<file path="config.mk">
export PLATFORM = sky130hd
export DESIGN_NAME = abr_acq_ctrl
export DESIGN_NICKNAME = d
export VERILOG_FILES = /design/src/abr_pkg.sv /design/src/abr_edge_if.sv /design/src/abr_sync_edge.sv /design/src/abr_acq_ctrl.sv
export SDC_FILE = /design/constraint.sdc
export NUM_CORES = 1
export LEC_CHECK = 0
export CAP_MARGIN = 5
export CORE_ASPECT_RATIO = 1.75
export CORE_UTILIZATION = 40
export CTS_CLUSTER_SIZE = 14
export DETAILED_ROUTE_END_ITERATION = 10
export DONT_BUFFER_PORTS = 1
export PLACE_DENSITY_LB_ADDON = 0.25
export SLEW_MARGIN = 20
export SYNTH_ARGS = -nofsm -noshare
export SYNTH_HDL_FRONTEND = slang
export SYNTH_SLANG_ARGS = --single-unit
</file>
<file path="constraint.sdc">
create_clock -name hclk -period 3.3 [get_ports hclk]
set_input_delay 0.165 -clock hclk [delete_from_list [all_inputs] [get_ports hclk]]
set_output_delay 0.165 -clock hclk [all_outputs]
set_load 0.005 [all_outputs]
</file>
<file path="src/abr_pkg.sv">
// Purpose: Shared constants and types for the acquisition busy and reset control
// Assumes: 25 MHz system clock, 32-bit AHB-Lite register bus
// Notes:   Offsets are byte addresses; all registers are one aligned word
package abr_pkg;

  // Register byte offsets
  localparam logic [7:0] ABR_OFS_STATUS1 = 8'h00;
  localparam logic [7:0] ABR_OFS_CTRL1   = 8'h04;
  localparam logic [7:0] ABR_OFS_SET1    = 8'h08;
  localparam logic [7:0] ABR_OFS_CLR1    = 8'h0C;
  localparam logic [7:0] ABR_OFS_SET2    = 8'h10;
  localparam logic [7:0] ABR_OFS_CLR2    = 8'h14;
  localparam logic [7:0] ABR_OFS_SINGLE  = 8'h18;
  localparam logic [7:0] ABR_OFS_ABWIN   = 8'h1C;
  localparam logic [7:0] ABR_OFS_EVCNT   = 8'h20;
  localparam logic [7:0] ABR_OFS_PTRS    = 8'h24;

  // Field positions
  localparam int ABR_ST_DP_LOCAL    = 0;
  localparam int ABR_ST_DP_CHAIN    = 1;
  localparam int ABR_ST_BUSY        = 2;
  localparam int ABR_ST_CHAIN_BUSY  = 3;
  localparam int ABR_ST_FULL        = 4;
  localparam int ABR_CT_PANEL_SCOPE = 4;
  localparam int ABR_S1_SOFT_HOLD   = 7;
  localparam int ABR_S2_MEM_TEST    = 0;
  localparam int ABR_S2_DATA_CLR    = 2;
  localparam int ABR_PT_WR_LSB      = 8;

  // Values after reset
  localparam logic [7:0] ABR_ABWIN_RST  = 8'h10;
  localparam logic [4:0] ABR_PTR_RST    = 5'h00;
  localparam logic [23:0] ABR_EVCNT_RST = 24'h000000;

  // Timing
  localparam int ABR_CLK_PERIOD_NS = 40;
  localparam int ABR_CLR_TIME_NS   = 600;
  localparam int ABR_CFG_TIME_NS   = 1000;
  localparam logic [4:0] ABR_CLR_CYCLES =
    5'((ABR_CLR_TIME_NS + ABR_CLK_PERIOD_NS - 1) / ABR_CLK_PERIOD_NS);
  localparam logic [4:0] ABR_CFG_CYCLES =
    5'((ABR_CFG_TIME_NS + ABR_CLK_PERIOD_NS - 1) / ABR_CLK_PERIOD_NS);

  // Synchronised input indices
  localparam int ABR_IN_COMMON  = 0;
  localparam int ABR_IN_SINGLE  = 1;
  localparam int ABR_IN_ABORT   = 2;
  localparam int ABR_IN_PANEL   = 3;
  localparam int ABR_IN_INHIBIT = 4;
  localparam int ABR_IN_JUMPER  = 5;
  localparam int ABR_IN_CBUSY   = 6;
  localparam int ABR_IN_CDP     = 7;
  localparam int ABR_IN_COUNT   = 8;

  typedef enum logic [1:0] {
    ABR_IDLE    = 2'b00,
    ABR_CONVERT = 2'b01,
    ABR_RECOVER = 2'b10
  } abr_state_t;

endpackage

</file>
<file path="src/abr_edge_if.sv">
`timescale 1ns/10ps
// Purpose: Carries a synchronised level and its rising edge between modules
// Assumes: Single clock domain on the consuming side
// Notes:   Source is the synchroniser, sink is the control core
interface abr_edge_if;
  logic level;
  logic rise;
  modport src (output level, output rise);
  modport dst (input level, input rise);
endinterface

</file>
<file path="src/abr_sync_edge.sv">
`timescale 1ns/10ps
// Purpose: Two-stage synchroniser with rising-edge detect for one pin
// Assumes: Pin is asynchronous to hclk
// Notes:   First stage feeds only the second stage
module abr_sync_edge (
  input  wire logic  hclk,
  input  wire logic  hresetn,
  input  wire logic  pin,
  abr_edge_if.src    sig
);
  typedef struct packed {
    logic meta;
    logic sync;
    logic prev;
  } abr_sync_t;

  abr_sync_t st;
  abr_sync_t next_st;

  always_comb begin
    next_st      = st;
    next_st.meta = pin;
    next_st.sync = st.meta;
    next_st.prev = st.sync;
  end

  always_ff @(posedge hclk or negedge hresetn) begin
    if (!hresetn) begin
      st <= '0;
    end else begin
      st <= next_st;
    end
  end

  assign sig.level = st.sync;
  assign sig.rise  = st.sync & ~st.prev;
endmodule

</file>
<file path="src/abr_acq_ctrl.sv">
`timescale 1ns/10ps
// Purpose: Busy generation, data/soft/hard reset and abort window control
// Assumes: hclk 25 MHz; hresetn is power-on or host bus system reset
// Notes:   Reads take one wait state; writes complete with no wait
// Operation
// - Busy while converting, recovering, buffer full or memory test active.
// - Busy drives panel busy output and status busy flags.
// - Busy rises after accepted timing edge, falls when conversion completes.
// - Further timing pulses ignored while busy.
// - Jumper selects halting on chain busy or on own busy.
// - Busy also shown during configuration interval after power-on.
// - Data reset empties buffer, clears pointers, counter, ramp stages.
// - Data clear bit set via set2 holds data reset until cleared.
// - Panel reset gives data or soft reset per panel scope bit.
// - Soft reset does data reset plus restores soft-reset registers.
// - Soft hold bit via set1 holds soft reset until clear1 write.
// - Write to single reset register gives soft reset for that access.
// - Hard reset at power-on and host system reset restores everything.
// - Abort inside programmed window cancels conversion, else ignored.
// - Accepted abort starts clear cycle; timing accepted 600 ns later.
// - Data-present line and flag follow buffer; chain level mirrored.
// - Busy lines drive OR and NAND; chain busy level reported.
// - No conversion started while inhibit is active.
// - Common and single-ended timing inputs are ORed together.
// - Buffer full when pointers equal and last increment was write.
// - Timing pulse accepted only without inhibit, abort or busy.
module abr_acq_ctrl
  import abr_pkg::*;
(
  input  wire logic        hclk,
  input  wire logic        hresetn,
  input  wire logic        hsel,
  input  wire logic [31:0] haddr,
  input  wire logic [1:0]  htrans,
  input  wire logic        hwrite,
  input  wire logic [2:0]  hsize,
  input  wire logic [31:0] hwdata,
  input  wire logic        hready,
  output logic             hreadyout,
  output logic             hresp,
  output logic [31:0]      hrdata,
  input  wire logic        common_timing_input,
  input  wire logic        single_ended_timing_input,
  input  wire logic        abort_conversion_input,
  input  wire logic        panel_reset_input,
  input  wire logic        inhibit_input,
  input  wire logic        stop_scope_jumper,
  input  wire logic        chain_busy_input,
  input  wire logic        chain_data_present_input,
  input  wire logic        conv_done,
  input  wire logic        event_store,
  input  wire logic        read_event_incr,
  output logic             busy_pos,
  output logic             busy_neg,
  output logic             data_present_pos,
  output logic             data_present_neg,
  output logic             conv_start,
  output logic             conv_abort,
  output logic             ramp_converter_reset,
  output logic             event_buffer_clear
);

  typedef struct packed {
    abr_state_t  state;
    logic [7:0]  win_cnt;
    logic [4:0]  rec_cnt;
    logic [4:0]  cfg_cnt;
    logic [4:0]  wr_ptr;
    logic [4:0]  rd_ptr;
    logic        last_wr;
    logic [23:0] evt_cnt;
    logic        panel_scope;
    logic        soft_hold;
    logic        data_clr;
    logic        mem_test;
    logic [7:0]  abort_win;
    logic        ph_wr;
    logic        ph_rd;
    logic [7:0]  ph_addr;
    logic [31:0] rdata;
    logic        busy;
    logic        dp;
    logic        start;
    logic        abort;
    logic        ramp_rst;
    logic        buf_clr;
  } abr_core_t;

  abr_core_t st;
  abr_core_t next_st;

  logic [ABR_IN_COUNT-1:0] raw;
  logic [ABR_IN_COUNT-1:0] lvl;
  logic [ABR_IN_COUNT-1:0] rise;

  assign raw[ABR_IN_COMMON]  = common_timing_input;
  assign raw[ABR_IN_SINGLE]  = single_ended_timing_input;
  assign raw[ABR_IN_ABORT]   = abort_conversion_input;
  assign raw[ABR_IN_PANEL]   = panel_reset_input;
  assign raw[ABR_IN_INHIBIT] = inhibit_input;
  assign raw[ABR_IN_JUMPER]  = stop_scope_jumper;
  assign raw[ABR_IN_CBUSY]   = chain_busy_input;
  assign raw[ABR_IN_CDP]     = chain_data_present_input;

  genvar gi;
  generate
    for (gi = 0; gi < ABR_IN_COUNT; gi++) begin : g_sync
      abr_edge_if u_if ();
      abr_sync_edge u_sync (
        .hclk    (hclk),
        .hresetn (hresetn),
        .pin     (raw[gi]),
        .sig     (u_if)
      );
      assign lvl[gi]  = u_if.level;
      assign rise[gi] = u_if.rise;
    end
  endgenerate

  logic       timing_rise;
  logic       halt;
  logic       full;
  logic       empty;
  logic       single_pulse;
  logic       data_rst;
  logic       soft_rst;
  logic       any_rst;
  logic       accept;
  logic       abort_hit;
  logic       addr_phase;
  logic [7:0] waddr;

  always_comb begin
    timing_rise  = rise[ABR_IN_COMMON] | rise[ABR_IN_SINGLE];
    full         = (st.rd_ptr == st.wr_ptr) & st.last_wr;
    empty        = (st.rd_ptr == st.wr_ptr) & ~st.last_wr;
    halt         = st.busy | (lvl[ABR_IN_JUMPER] & lvl[ABR_IN_CBUSY]);
    // Reset for the write data phase
    single_pulse = st.ph_wr & (st.ph_addr == ABR_OFS_SINGLE);
    data_rst     = st.data_clr | (rise[ABR_IN_PANEL] & ~st.panel_scope);
    soft_rst     = st.soft_hold | single_pulse |
                   (rise[ABR_IN_PANEL] & st.panel_scope);
    any_rst      = data_rst | soft_rst;
    accept       = timing_rise & ~lvl[ABR_IN_INHIBIT] & ~lvl[ABR_IN_ABORT] &
                   ~halt & ~any_rst;
    abort_hit    = rise[ABR_IN_ABORT] & (st.state == ABR_CONVERT) &
                   (st.win_cnt != 8'h00);
    addr_phase   = hsel & hready & htrans[1];
    waddr        = {haddr[7:2], 2'b00};
  end

  function automatic logic [31:0] abr_read(input abr_core_t s, input logic [7:0] a,
                                           input logic f, input logic e,
                                           input logic cdp, input logic cb);
    logic [31:0] v;
    v = 32'h0000_0000;
    unique case (a)
      ABR_OFS_STATUS1: begin
        v[ABR_ST_DP_LOCAL]   = ~e;
        v[ABR_ST_DP_CHAIN]   = cdp;
        v[ABR_ST_BUSY]       = s.busy;
        v[ABR_ST_CHAIN_BUSY] = cb;
        v[ABR_ST_FULL]       = f;
      end
      ABR_OFS_CTRL1: v[ABR_CT_PANEL_SCOPE] = s.panel_scope;
      ABR_OFS_SET1:  v[ABR_S1_SOFT_HOLD]   = s.soft_hold;
      ABR_OFS_SET2: begin
        v[ABR_S2_MEM_TEST] = s.mem_test;
        v[ABR_S2_DATA_CLR] = s.data_clr;
      end
      ABR_OFS_ABWIN: v[7:0]  = s.abort_win;
      ABR_OFS_EVCNT: v[23:0] = s.evt_cnt;
      ABR_OFS_PTRS: begin
        v[4:0]                          = s.rd_ptr;
        v[ABR_PT_WR_LSB+4:ABR_PT_WR_LSB] = s.wr_ptr;
      end
      default: v = 32'h0000_0000;
    endcase
    return v;
  endfunction

  always_comb begin
    next_st       = st;
    next_st.start = 1'b0;
    next_st.abort = 1'b0;

    // Bus phase tracking
    if (st.ph_rd) begin
      next_st.rdata = abr_read(st, st.ph_addr, full, empty,
                               lvl[ABR_IN_CDP], lvl[ABR_IN_CBUSY]);
      next_st.ph_rd = 1'b0;
    end else if (hready) begin
      next_st.ph_wr   = addr_phase & hwrite;
      next_st.ph_rd   = addr_phase & ~hwrite;
      next_st.ph_addr = waddr;
    end

    // Register writes in the data phase
    if (st.ph_wr) begin
      unique case (st.ph_addr)
        ABR_OFS_CTRL1: next_st.panel_scope = hwdata[ABR_CT_PANEL_SCOPE];
        ABR_OFS_SET1: begin
          if (hwdata[ABR_S1_SOFT_HOLD]) begin
            next_st.soft_hold = 1'b1;
          end
        end
        ABR_OFS_CLR1: begin
          if (hwdata[ABR_S1_SOFT_HOLD]) begin
            next_st.soft_hold = 1'b0;
          end
        end
        ABR_OFS_SET2: begin
          if (hwdata[ABR_S2_DATA_CLR]) begin
            next_st.data_clr = 1'b1;
          end
          if (hwdata[ABR_S2_MEM_TEST]) begin
            next_st.mem_test = 1'b1;
          end
        end
        ABR_OFS_CLR2: begin
          if (hwdata[ABR_S2_DATA_CLR]) begin
            next_st.data_clr = 1'b0;
          end
          if (hwdata[ABR_S2_MEM_TEST]) begin
            next_st.mem_test = 1'b0;
          end
        end
        ABR_OFS_ABWIN: next_st.abort_win = hwdata[7:0];
        default: ;
      endcase
    end

    // Configuration interval count-down
    if (st.cfg_cnt != 5'h00) begin
      next_st.cfg_cnt = st.cfg_cnt - 5'h01;
    end

    // Event buffer pointers
    if (read_event_incr && !empty) begin
      next_st.rd_ptr  = st.rd_ptr + 5'h01;
      next_st.last_wr = 1'b0;
    end

    // Conversion sequence
    unique case (st.state)
      ABR_IDLE: begin
        if (accept) begin
          next_st.state   = ABR_CONVERT;
          next_st.win_cnt = st.abort_win;
          next_st.start   = 1'b1;
          next_st.evt_cnt = st.evt_cnt + 24'h000001;
        end
      end
      ABR_CONVERT: begin
        if (st.win_cnt != 8'h00) begin
          next_st.win_cnt = st.win_cnt - 8'h01;
        end
        if (abort_hit) begin
          next_st.state   = ABR_RECOVER;
          next_st.rec_cnt = ABR_CLR_CYCLES;
          next_st.abort   = 1'b1;
        end else if (conv_done) begin
          next_st.state = ABR_IDLE;
          if (event_store && !full) begin
            next_st.wr_ptr  = st.wr_ptr + 5'h01;
            next_st.last_wr = 1'b1;
          end
        end
      end
      ABR_RECOVER: begin
        if (st.rec_cnt <= 5'h01) begin
          next_st.state = ABR_IDLE;
        end else begin
          next_st.rec_cnt = st.rec_cnt - 5'h01;
        end
      end
      default: next_st.state = ABR_IDLE;
    endcase

    // Any reset aborts and holds recovery
    if (any_rst) begin
      next_st.abort   = (st.state == ABR_CONVERT);
      next_st.state   = ABR_RECOVER;
      next_st.rec_cnt = ABR_CLR_CYCLES;
      next_st.wr_ptr  = ABR_PTR_RST;
      next_st.rd_ptr  = ABR_PTR_RST;
      next_st.last_wr = 1'b0;
      next_st.evt_cnt = ABR_EVCNT_RST;
    end
    if (soft_rst) begin
      next_st.abort_win = ABR_ABWIN_RST;
      next_st.mem_test  = 1'b0;
      next_st.data_clr  = 1'b0;
    end

    next_st.busy     = (next_st.state != ABR_IDLE) | next_st.mem_test |
                       (next_st.cfg_cnt != 5'h00) |
                       ((next_st.rd_ptr == next_st.wr_ptr) & next_st.last_wr);
    next_st.dp       = ~((next_st.rd_ptr == next_st.wr_ptr) & ~next_st.last_wr);
    next_st.ramp_rst = (next_st.state == ABR_RECOVER);
    next_st.buf_clr  = any_rst;
  end

  always_ff @(posedge hclk or negedge hresetn) begin
    if (!hresetn) begin
      st           <= '0;
      st.state     <= ABR_IDLE;
      st.cfg_cnt   <= ABR_CFG_CYCLES;
      st.abort_win <= ABR_ABWIN_RST;
      st.busy      <= 1'b1;
    end else begin
      st <= next_st;
    end
  end

  assign hreadyout            = ~st.ph_rd;
  assign hresp                = 1'b0;
  assign hrdata               = st.rdata;
  assign busy_pos             = st.busy;
  assign busy_neg             = ~st.busy;
  assign data_present_pos     = st.dp;
  assign data_present_neg     = ~st.dp;
  // Start pulse already gated by inhibit
  assign conv_start           = st.start;
  assign conv_abort           = st.abort;
  assign ramp_converter_reset = st.ramp_rst;
  assign event_buffer_clear   = st.buf_clr;

endmodule

</file>
=== Word-level counts from Yosys, hierarchy flattened ===
Cells that the tools add are included.

* Latch bits: 0
* Memories kept: 0
* Input bits: 85
* Memory bits (read-only): 0
* Bits in writable memories: 0
* Register bits: 125
* Word-level logic and storage cells: 198
* Output and inout port bits: 42

* Multiplexer cells: 52
* Magnitude comparators: 1
* $add $sub $neg: 6
* Multipliers: 0
* Bitwise operators: 48
* Reduce and logical (&&, ||, !) cells: 26
* Divide/modulo/power cells: 0
* Shift operators: 0
* Equality and inequality tests: 22

{| class="wikitable"
|+ Operator list
! operator !! number
|-
| 2-to-1 mux 24 bit || 2
|-
| 2-to-1 mux 5 bit || 8
|-
| 2-to-1 mux 35 bit || 1
|-
| 2-to-1 mux 10 bit || 3
|-
| adder 24 x 1 -> 24 bit (second input constant) || 1
|-
| equality test 6 x 3 -> 1 bit (second input constant) || 4
|-
| AND 1 bit || 22
|-
| one-hot mux 5 bit (2 select lines) || 2
|-
| inverter 1 bit || 17
|-
| 2-to-1 mux 1 bit || 16
|-
| 2-to-1 mux 8 bit || 2
|-
| one-hot mux 8 bit (2 select lines) || 1
|-
| one-hot mux 1 bit (5 select lines) || 3
|-
| nonzero test 2 bit || 7
|-
| equality test 6 x 2 -> 1 bit (second input constant) || 2
|-
| equality test 6 x 4 -> 1 bit (second input constant) || 2
|-
| inequality test 3 bit (second input constant) || 4
|-
| 2-to-1 mux 11 bit || 1
|-
| adder 5 x 1 -> 5 bit (second input constant) || 2
|-
| equality test 5 bit || 2
|-
| nonzero test 5 bit || 2
|-
| subtractor 5 x 1 -> 5 bit (second input constant) || 2
|-
| 2-to-1 mux 9 bit || 1
|-
| OR 1 bit || 9
|-
| other kinds (23) || 39
|}

=== Logic depth before layout (Yosys ltp) ===
* Depth in word-level cells: 14
* Depth in mapped cells: 10
* Gate-level depth less buffers: 9

=== Cells and area by module ===
From an unflattened synthesis, not the netlist that was laid out.

* Cell total of the unflattened synthesis: 603
* Area total of the unflattened synthesis: 6,197.2 sq um

{| class="wikitable"
|+ Modules (own cells, without submodules)
! module !! cells an instance !! times used !! area each (sq um) !! seq. area each (sq um)
|-
| abr_acq_ctrl || 571 || 1 || 5,486.5 || 2,633.8
|-
| abr_sync_edge || 4 || 8 || 88.8 || 75.1
|}

=== Worst setup path after synthesis ===
OpenSTA, ideal clock, no wires.

* Kind: register to register
* Start: register st[105] (netlist name)
* End: register st, in the netlist data_present_pos
* Library setup time: 129 ps
* Arrival time: 2,256 ps
* Required time: 3,171 ps
* Stages on the path, launching flop included: 11
* Setup slack: 915 ps
* Clock period less this slack: 2,385 ps
* Path buffers: 1
* Cells stage by stage: dfrtp_1 inv_1 ha_1 nor3b_1 a211oi_1 a311o_1 buf_6 or3_4 o211ai_2 nand3b_1 o41a_1

{| class="wikitable"
|+ RTL lines
! what !! line !! RTL
|-
| start: declaration || abr_acq_ctrl.sv:89 || <nowiki>abr_core_t st;</nowiki>
|-
| start signal: assignment || abr_acq_ctrl.sv:312 || <nowiki>st <= next_st;</nowiki>
|}

==> run_results.csv <==
group,metric,value,unit
grt,antenna_found_initial,0,
layout,diodes,0,
sta,max_slew.worst_pin.slew,0.890,ns
layout,drive_above_1_share,0.100,
setup_path,endpoint_kind,"register",
grt,overflow,0,
pwr,vdd_drop_max,0.412,mV
logic_synthesis,synth-adder-area-share,0.0166,
layout,fillers,1370,
detailed_routing,wl_per_cell,16.9,um
sta,setup_viol,0,
layout,stdcell_area,6920,um2
clock_tree,clkSlewWorstSetupHoldPaths,0.06,ns
logic_synthesis,yosysUniqueCellTypes,61,
setup_path,cp.required,3.59,ns
logic_synthesis,synth_top_area_share,0.497,
logic_synthesis,async_flop_share,1.00,
logic_synthesis,synthCells,606,
setup_path,crit_arrival,3.11,ns
logic_synthesis,muxShareOfSynthArea,0.0360,
job,max-cap-violations,0,
logic_synthesis,synthSimpleGateAreaFrac,0.175,
logic_synthesis,synth_compound_area_frac,0.120,
sta,rsz0062_at_grt,"false",
clock_tree,cts_sinks,125,
logic_synthesis,syn_area,6040,um2
detailed_routing,drc,0,
sta,setup_tns,0,ns
floorplanning,die_x,94.9,um
sta,max_freq,0.355,GHz
logic_synthesis,synth_ff_type,"dfrtp_1",
detailed_routing,drt_wl_total,13700,um
clock_tree,ctsResizeCount,0,
pwr,total_leakage_power,2.99,nW
clock_tree,tritoncts,"built",
detailed_routing,dr_total_vias,4364,
logic_synthesis,yosysWarningCount,0,
placement,dpl_cell_area,6030,um2
logic_synthesis,synth_edf_count,0,
detailed_routing,first_pass_iters,4,
clock_tree,cts_buffers,17,
layout,syn_to_final_growth,14.5,%
logic_synthesis,ys_seq_area_frac,0.519,
logic_synthesis,synth_area_leader_cell,"dfrtp_1",
floorplanning,fp.dieH,165,um
placement,gp_congestion,0.829,
floorplanning,ios,127,
setup_path,start_kind,"register",
floorplanning,start_util,0.407,
pwr,p_per_area,576,nW/um2
floorplanning,dieArea,15600,um2
clock_tree,root_buffer,"clkbuf_16",
logic_synthesis,avgSynthCellArea,9.97,um2
sta,hold_viol,0,
detailed_routing,via_per_inst,5.38,
setup_path,critPathMaxFanout,10,
sta,period_share,0.854,
grt,grt_pass1_vias,4589,
setup_path,worstSetupPathType,"reg -> reg",
grt,grt_first_pass_wirelength,22900,um
min_path,min_path_type,"in -> reg",
clock_tree,clock_path_buffers,2,
detailed_routing,ant_nets,0,
sta,timing.final.crit_period,2.82,ns
grt,grtUsageTotal,0.193,
run_status,status,"complete, no violations",
layout,final_nets,708,
logic_synthesis,synth-xor-area-share,0.0536,
detailed_routing,drt_iter0_markers,227,
sta,drv_slew,0,
floorplanning,rows,59,
logic_synthesis,synthTopCellsByArea,"dfrtp_1, nor2_1, buf_4",
clock_tree,h-tree-depth,4,
floorplanning,coreArea,14800,um2
logic_synthesis,synth_top_family_by_area,"simple AND/OR/NAND/NOR gates",
placement,hpwl,9390,um
clock_tree,clk_latency,0.42,ns
sta,slew_headroom,0.405,
placement,port_buffers,0,
logic_synthesis,synth-seq-cells,125,
grt,grt_max_degree,126,
sta,skew,0.0110,ns
-- critical path, stage by stage (launching register included) --
cell and delay (ns):
dfrtp_1 0.39, inv_1 0.12, ha_1 0.15, nor3b_1 0.36, a211oi_1 0.22, a311o_1 0.52
o21ai_1 0.29, a211oi_1 0.11, nand3b_1 0.21, o41a_1 0.33
-- cells in the mapped netlist (all sizes together), types with 2 or more instances --
library cell  number
a21oi             20
o21a               3
nand4             10
a211oi             3
nor2b              6
xnor2             21
nor2              81
xor2              16
ha                 8
nor4               4
or3               10
nand2             33
inv               35
nor3              15
a32oi              3
a21boi             2
nand3             33
nand3b             2
mux2               6
clkbuf            17
a2111oi            2
a221oi            10
mux2i             15
dfstp              5
a31oi              7
buf               38
o21ai             42
or4                2
and3               7
and2               3
a22oi             10
dfrtp            120
-- kinds of logic (layout without fill, tap and decap cells) --
logic type	Yosys count	after routing
buffers and inverters	91	105
flip-flops	125	125
other	1	9
XOR/XNOR	37	37
multiplexers	21	21
AO/OA/AOI/OAI	109	109
AND/OR/NAND/NOR	214	214
adder cells (fa/ha/maj)	8	8
-- power breakdown --
part | internal [mW] | total (mW) | leakage [nW] | switching (mW)
logic | 0.165 | 0.407 | 1.10 | 0.241
registers | 1.63 | 1.74 | 1.61 | 0.112
clock network | 1.13 | 1.84 | 0.283 | 0.704
total | 2.93 | 3.99 | 2.99 | 1.06
-- through the flow --
step,power (mW),std cells,util,worst slack [ns],hold slack (ns)
final,3.99,811,0.466,0.481,0.0759
after global routing,4.18,811,0.466,0.272,0.0908
after CTS,4.04,811,0.466,0.464,0.0648
after detailed placement,2.12,750,0.406,0.493,-0.127
after global placement,2.11,750,0.406,0.533,-0.126
after floorplan,2.07,614,-,0.915,-0.131
-- cells in the final DEF (no fill, tap or decap), drive strengths merged, types with 16 or more instances in the layout --
| cell type | netlist | final |
|---|---|---|
| a21oi | 20 | 20 |
| clkbuf | 17 | 19 |
| dfrtp | 120 | 120 |
| dlygate4sd3 | 0 | 28 |
| inv | 35 | 36 |
| nand2 | 33 | 33 |
| nand3 | 33 | 33 |
| nor2 | 81 | 81 |
| o21ai | 42 | 42 |
| xnor2 | 21 | 21 |
| xor2 | 16 | 16 |
-- routing by layer --
metal,vias up,wire [um],GRT usage
met5,-,0,0
met2,108,7340,0.344
met1,2145,5290,0.211
met4,0,457,0.0888
met3,32,610,0.0511
li1,2079,-,-
-- worst paths after layout --
path                                              from                    endpoint  slack, ns  cells after the start
max                                            st[105]            data_present_pos       0.48                      9
min reg2reg                g_sync[2].u_sync.next_st[1]  g_sync[2].u_sync.sig.level       0.35                      0
min                                    read_event_incr                      st[84]       0.08                      5
min in group asynchronous                      hresetn                      st[42]       0.37                      2
max reg2reg                                    st[105]            data_present_pos       0.48                      9
max in group asynchronous                      hresetn                      st[88]       2.45                      2
-- cell type report --
class / count / area, um2 / area share
sequential: 125 / 3130 / 0.453
tap: 183 / 229 / 0.0331
multi-input combinational: 398 / 2470 / 0.357
inverter: 36 / 135 / 0.0195
clock buffer: 19 / 443 / 0.0640
clock inverter: 13 / 143 / 0.0206
timing repair buffer: 37 / 368 / 0.0532
-- flip-flops by register name, indices dropped and copies added (netlist names) --
name,flops
g_sync.u_sync.st,4
conv_start,1
ramp_converter_reset,1
event_buffer_clear,1
busy_pos,1
st,75
data_present_pos,1
hrdata,24
conv_abort,1
g_sync.u_sync.sig.level,8
g_sync.u_sync.next_st,8
-- timing repair --
item,CTS,global route
endpoints found under the setup margin,0,0
setup buffers,0,0
endpoints found under the hold margin,153,0
hold buffers,29,0
Note: power is estimated with default switching activity, not from simulation.
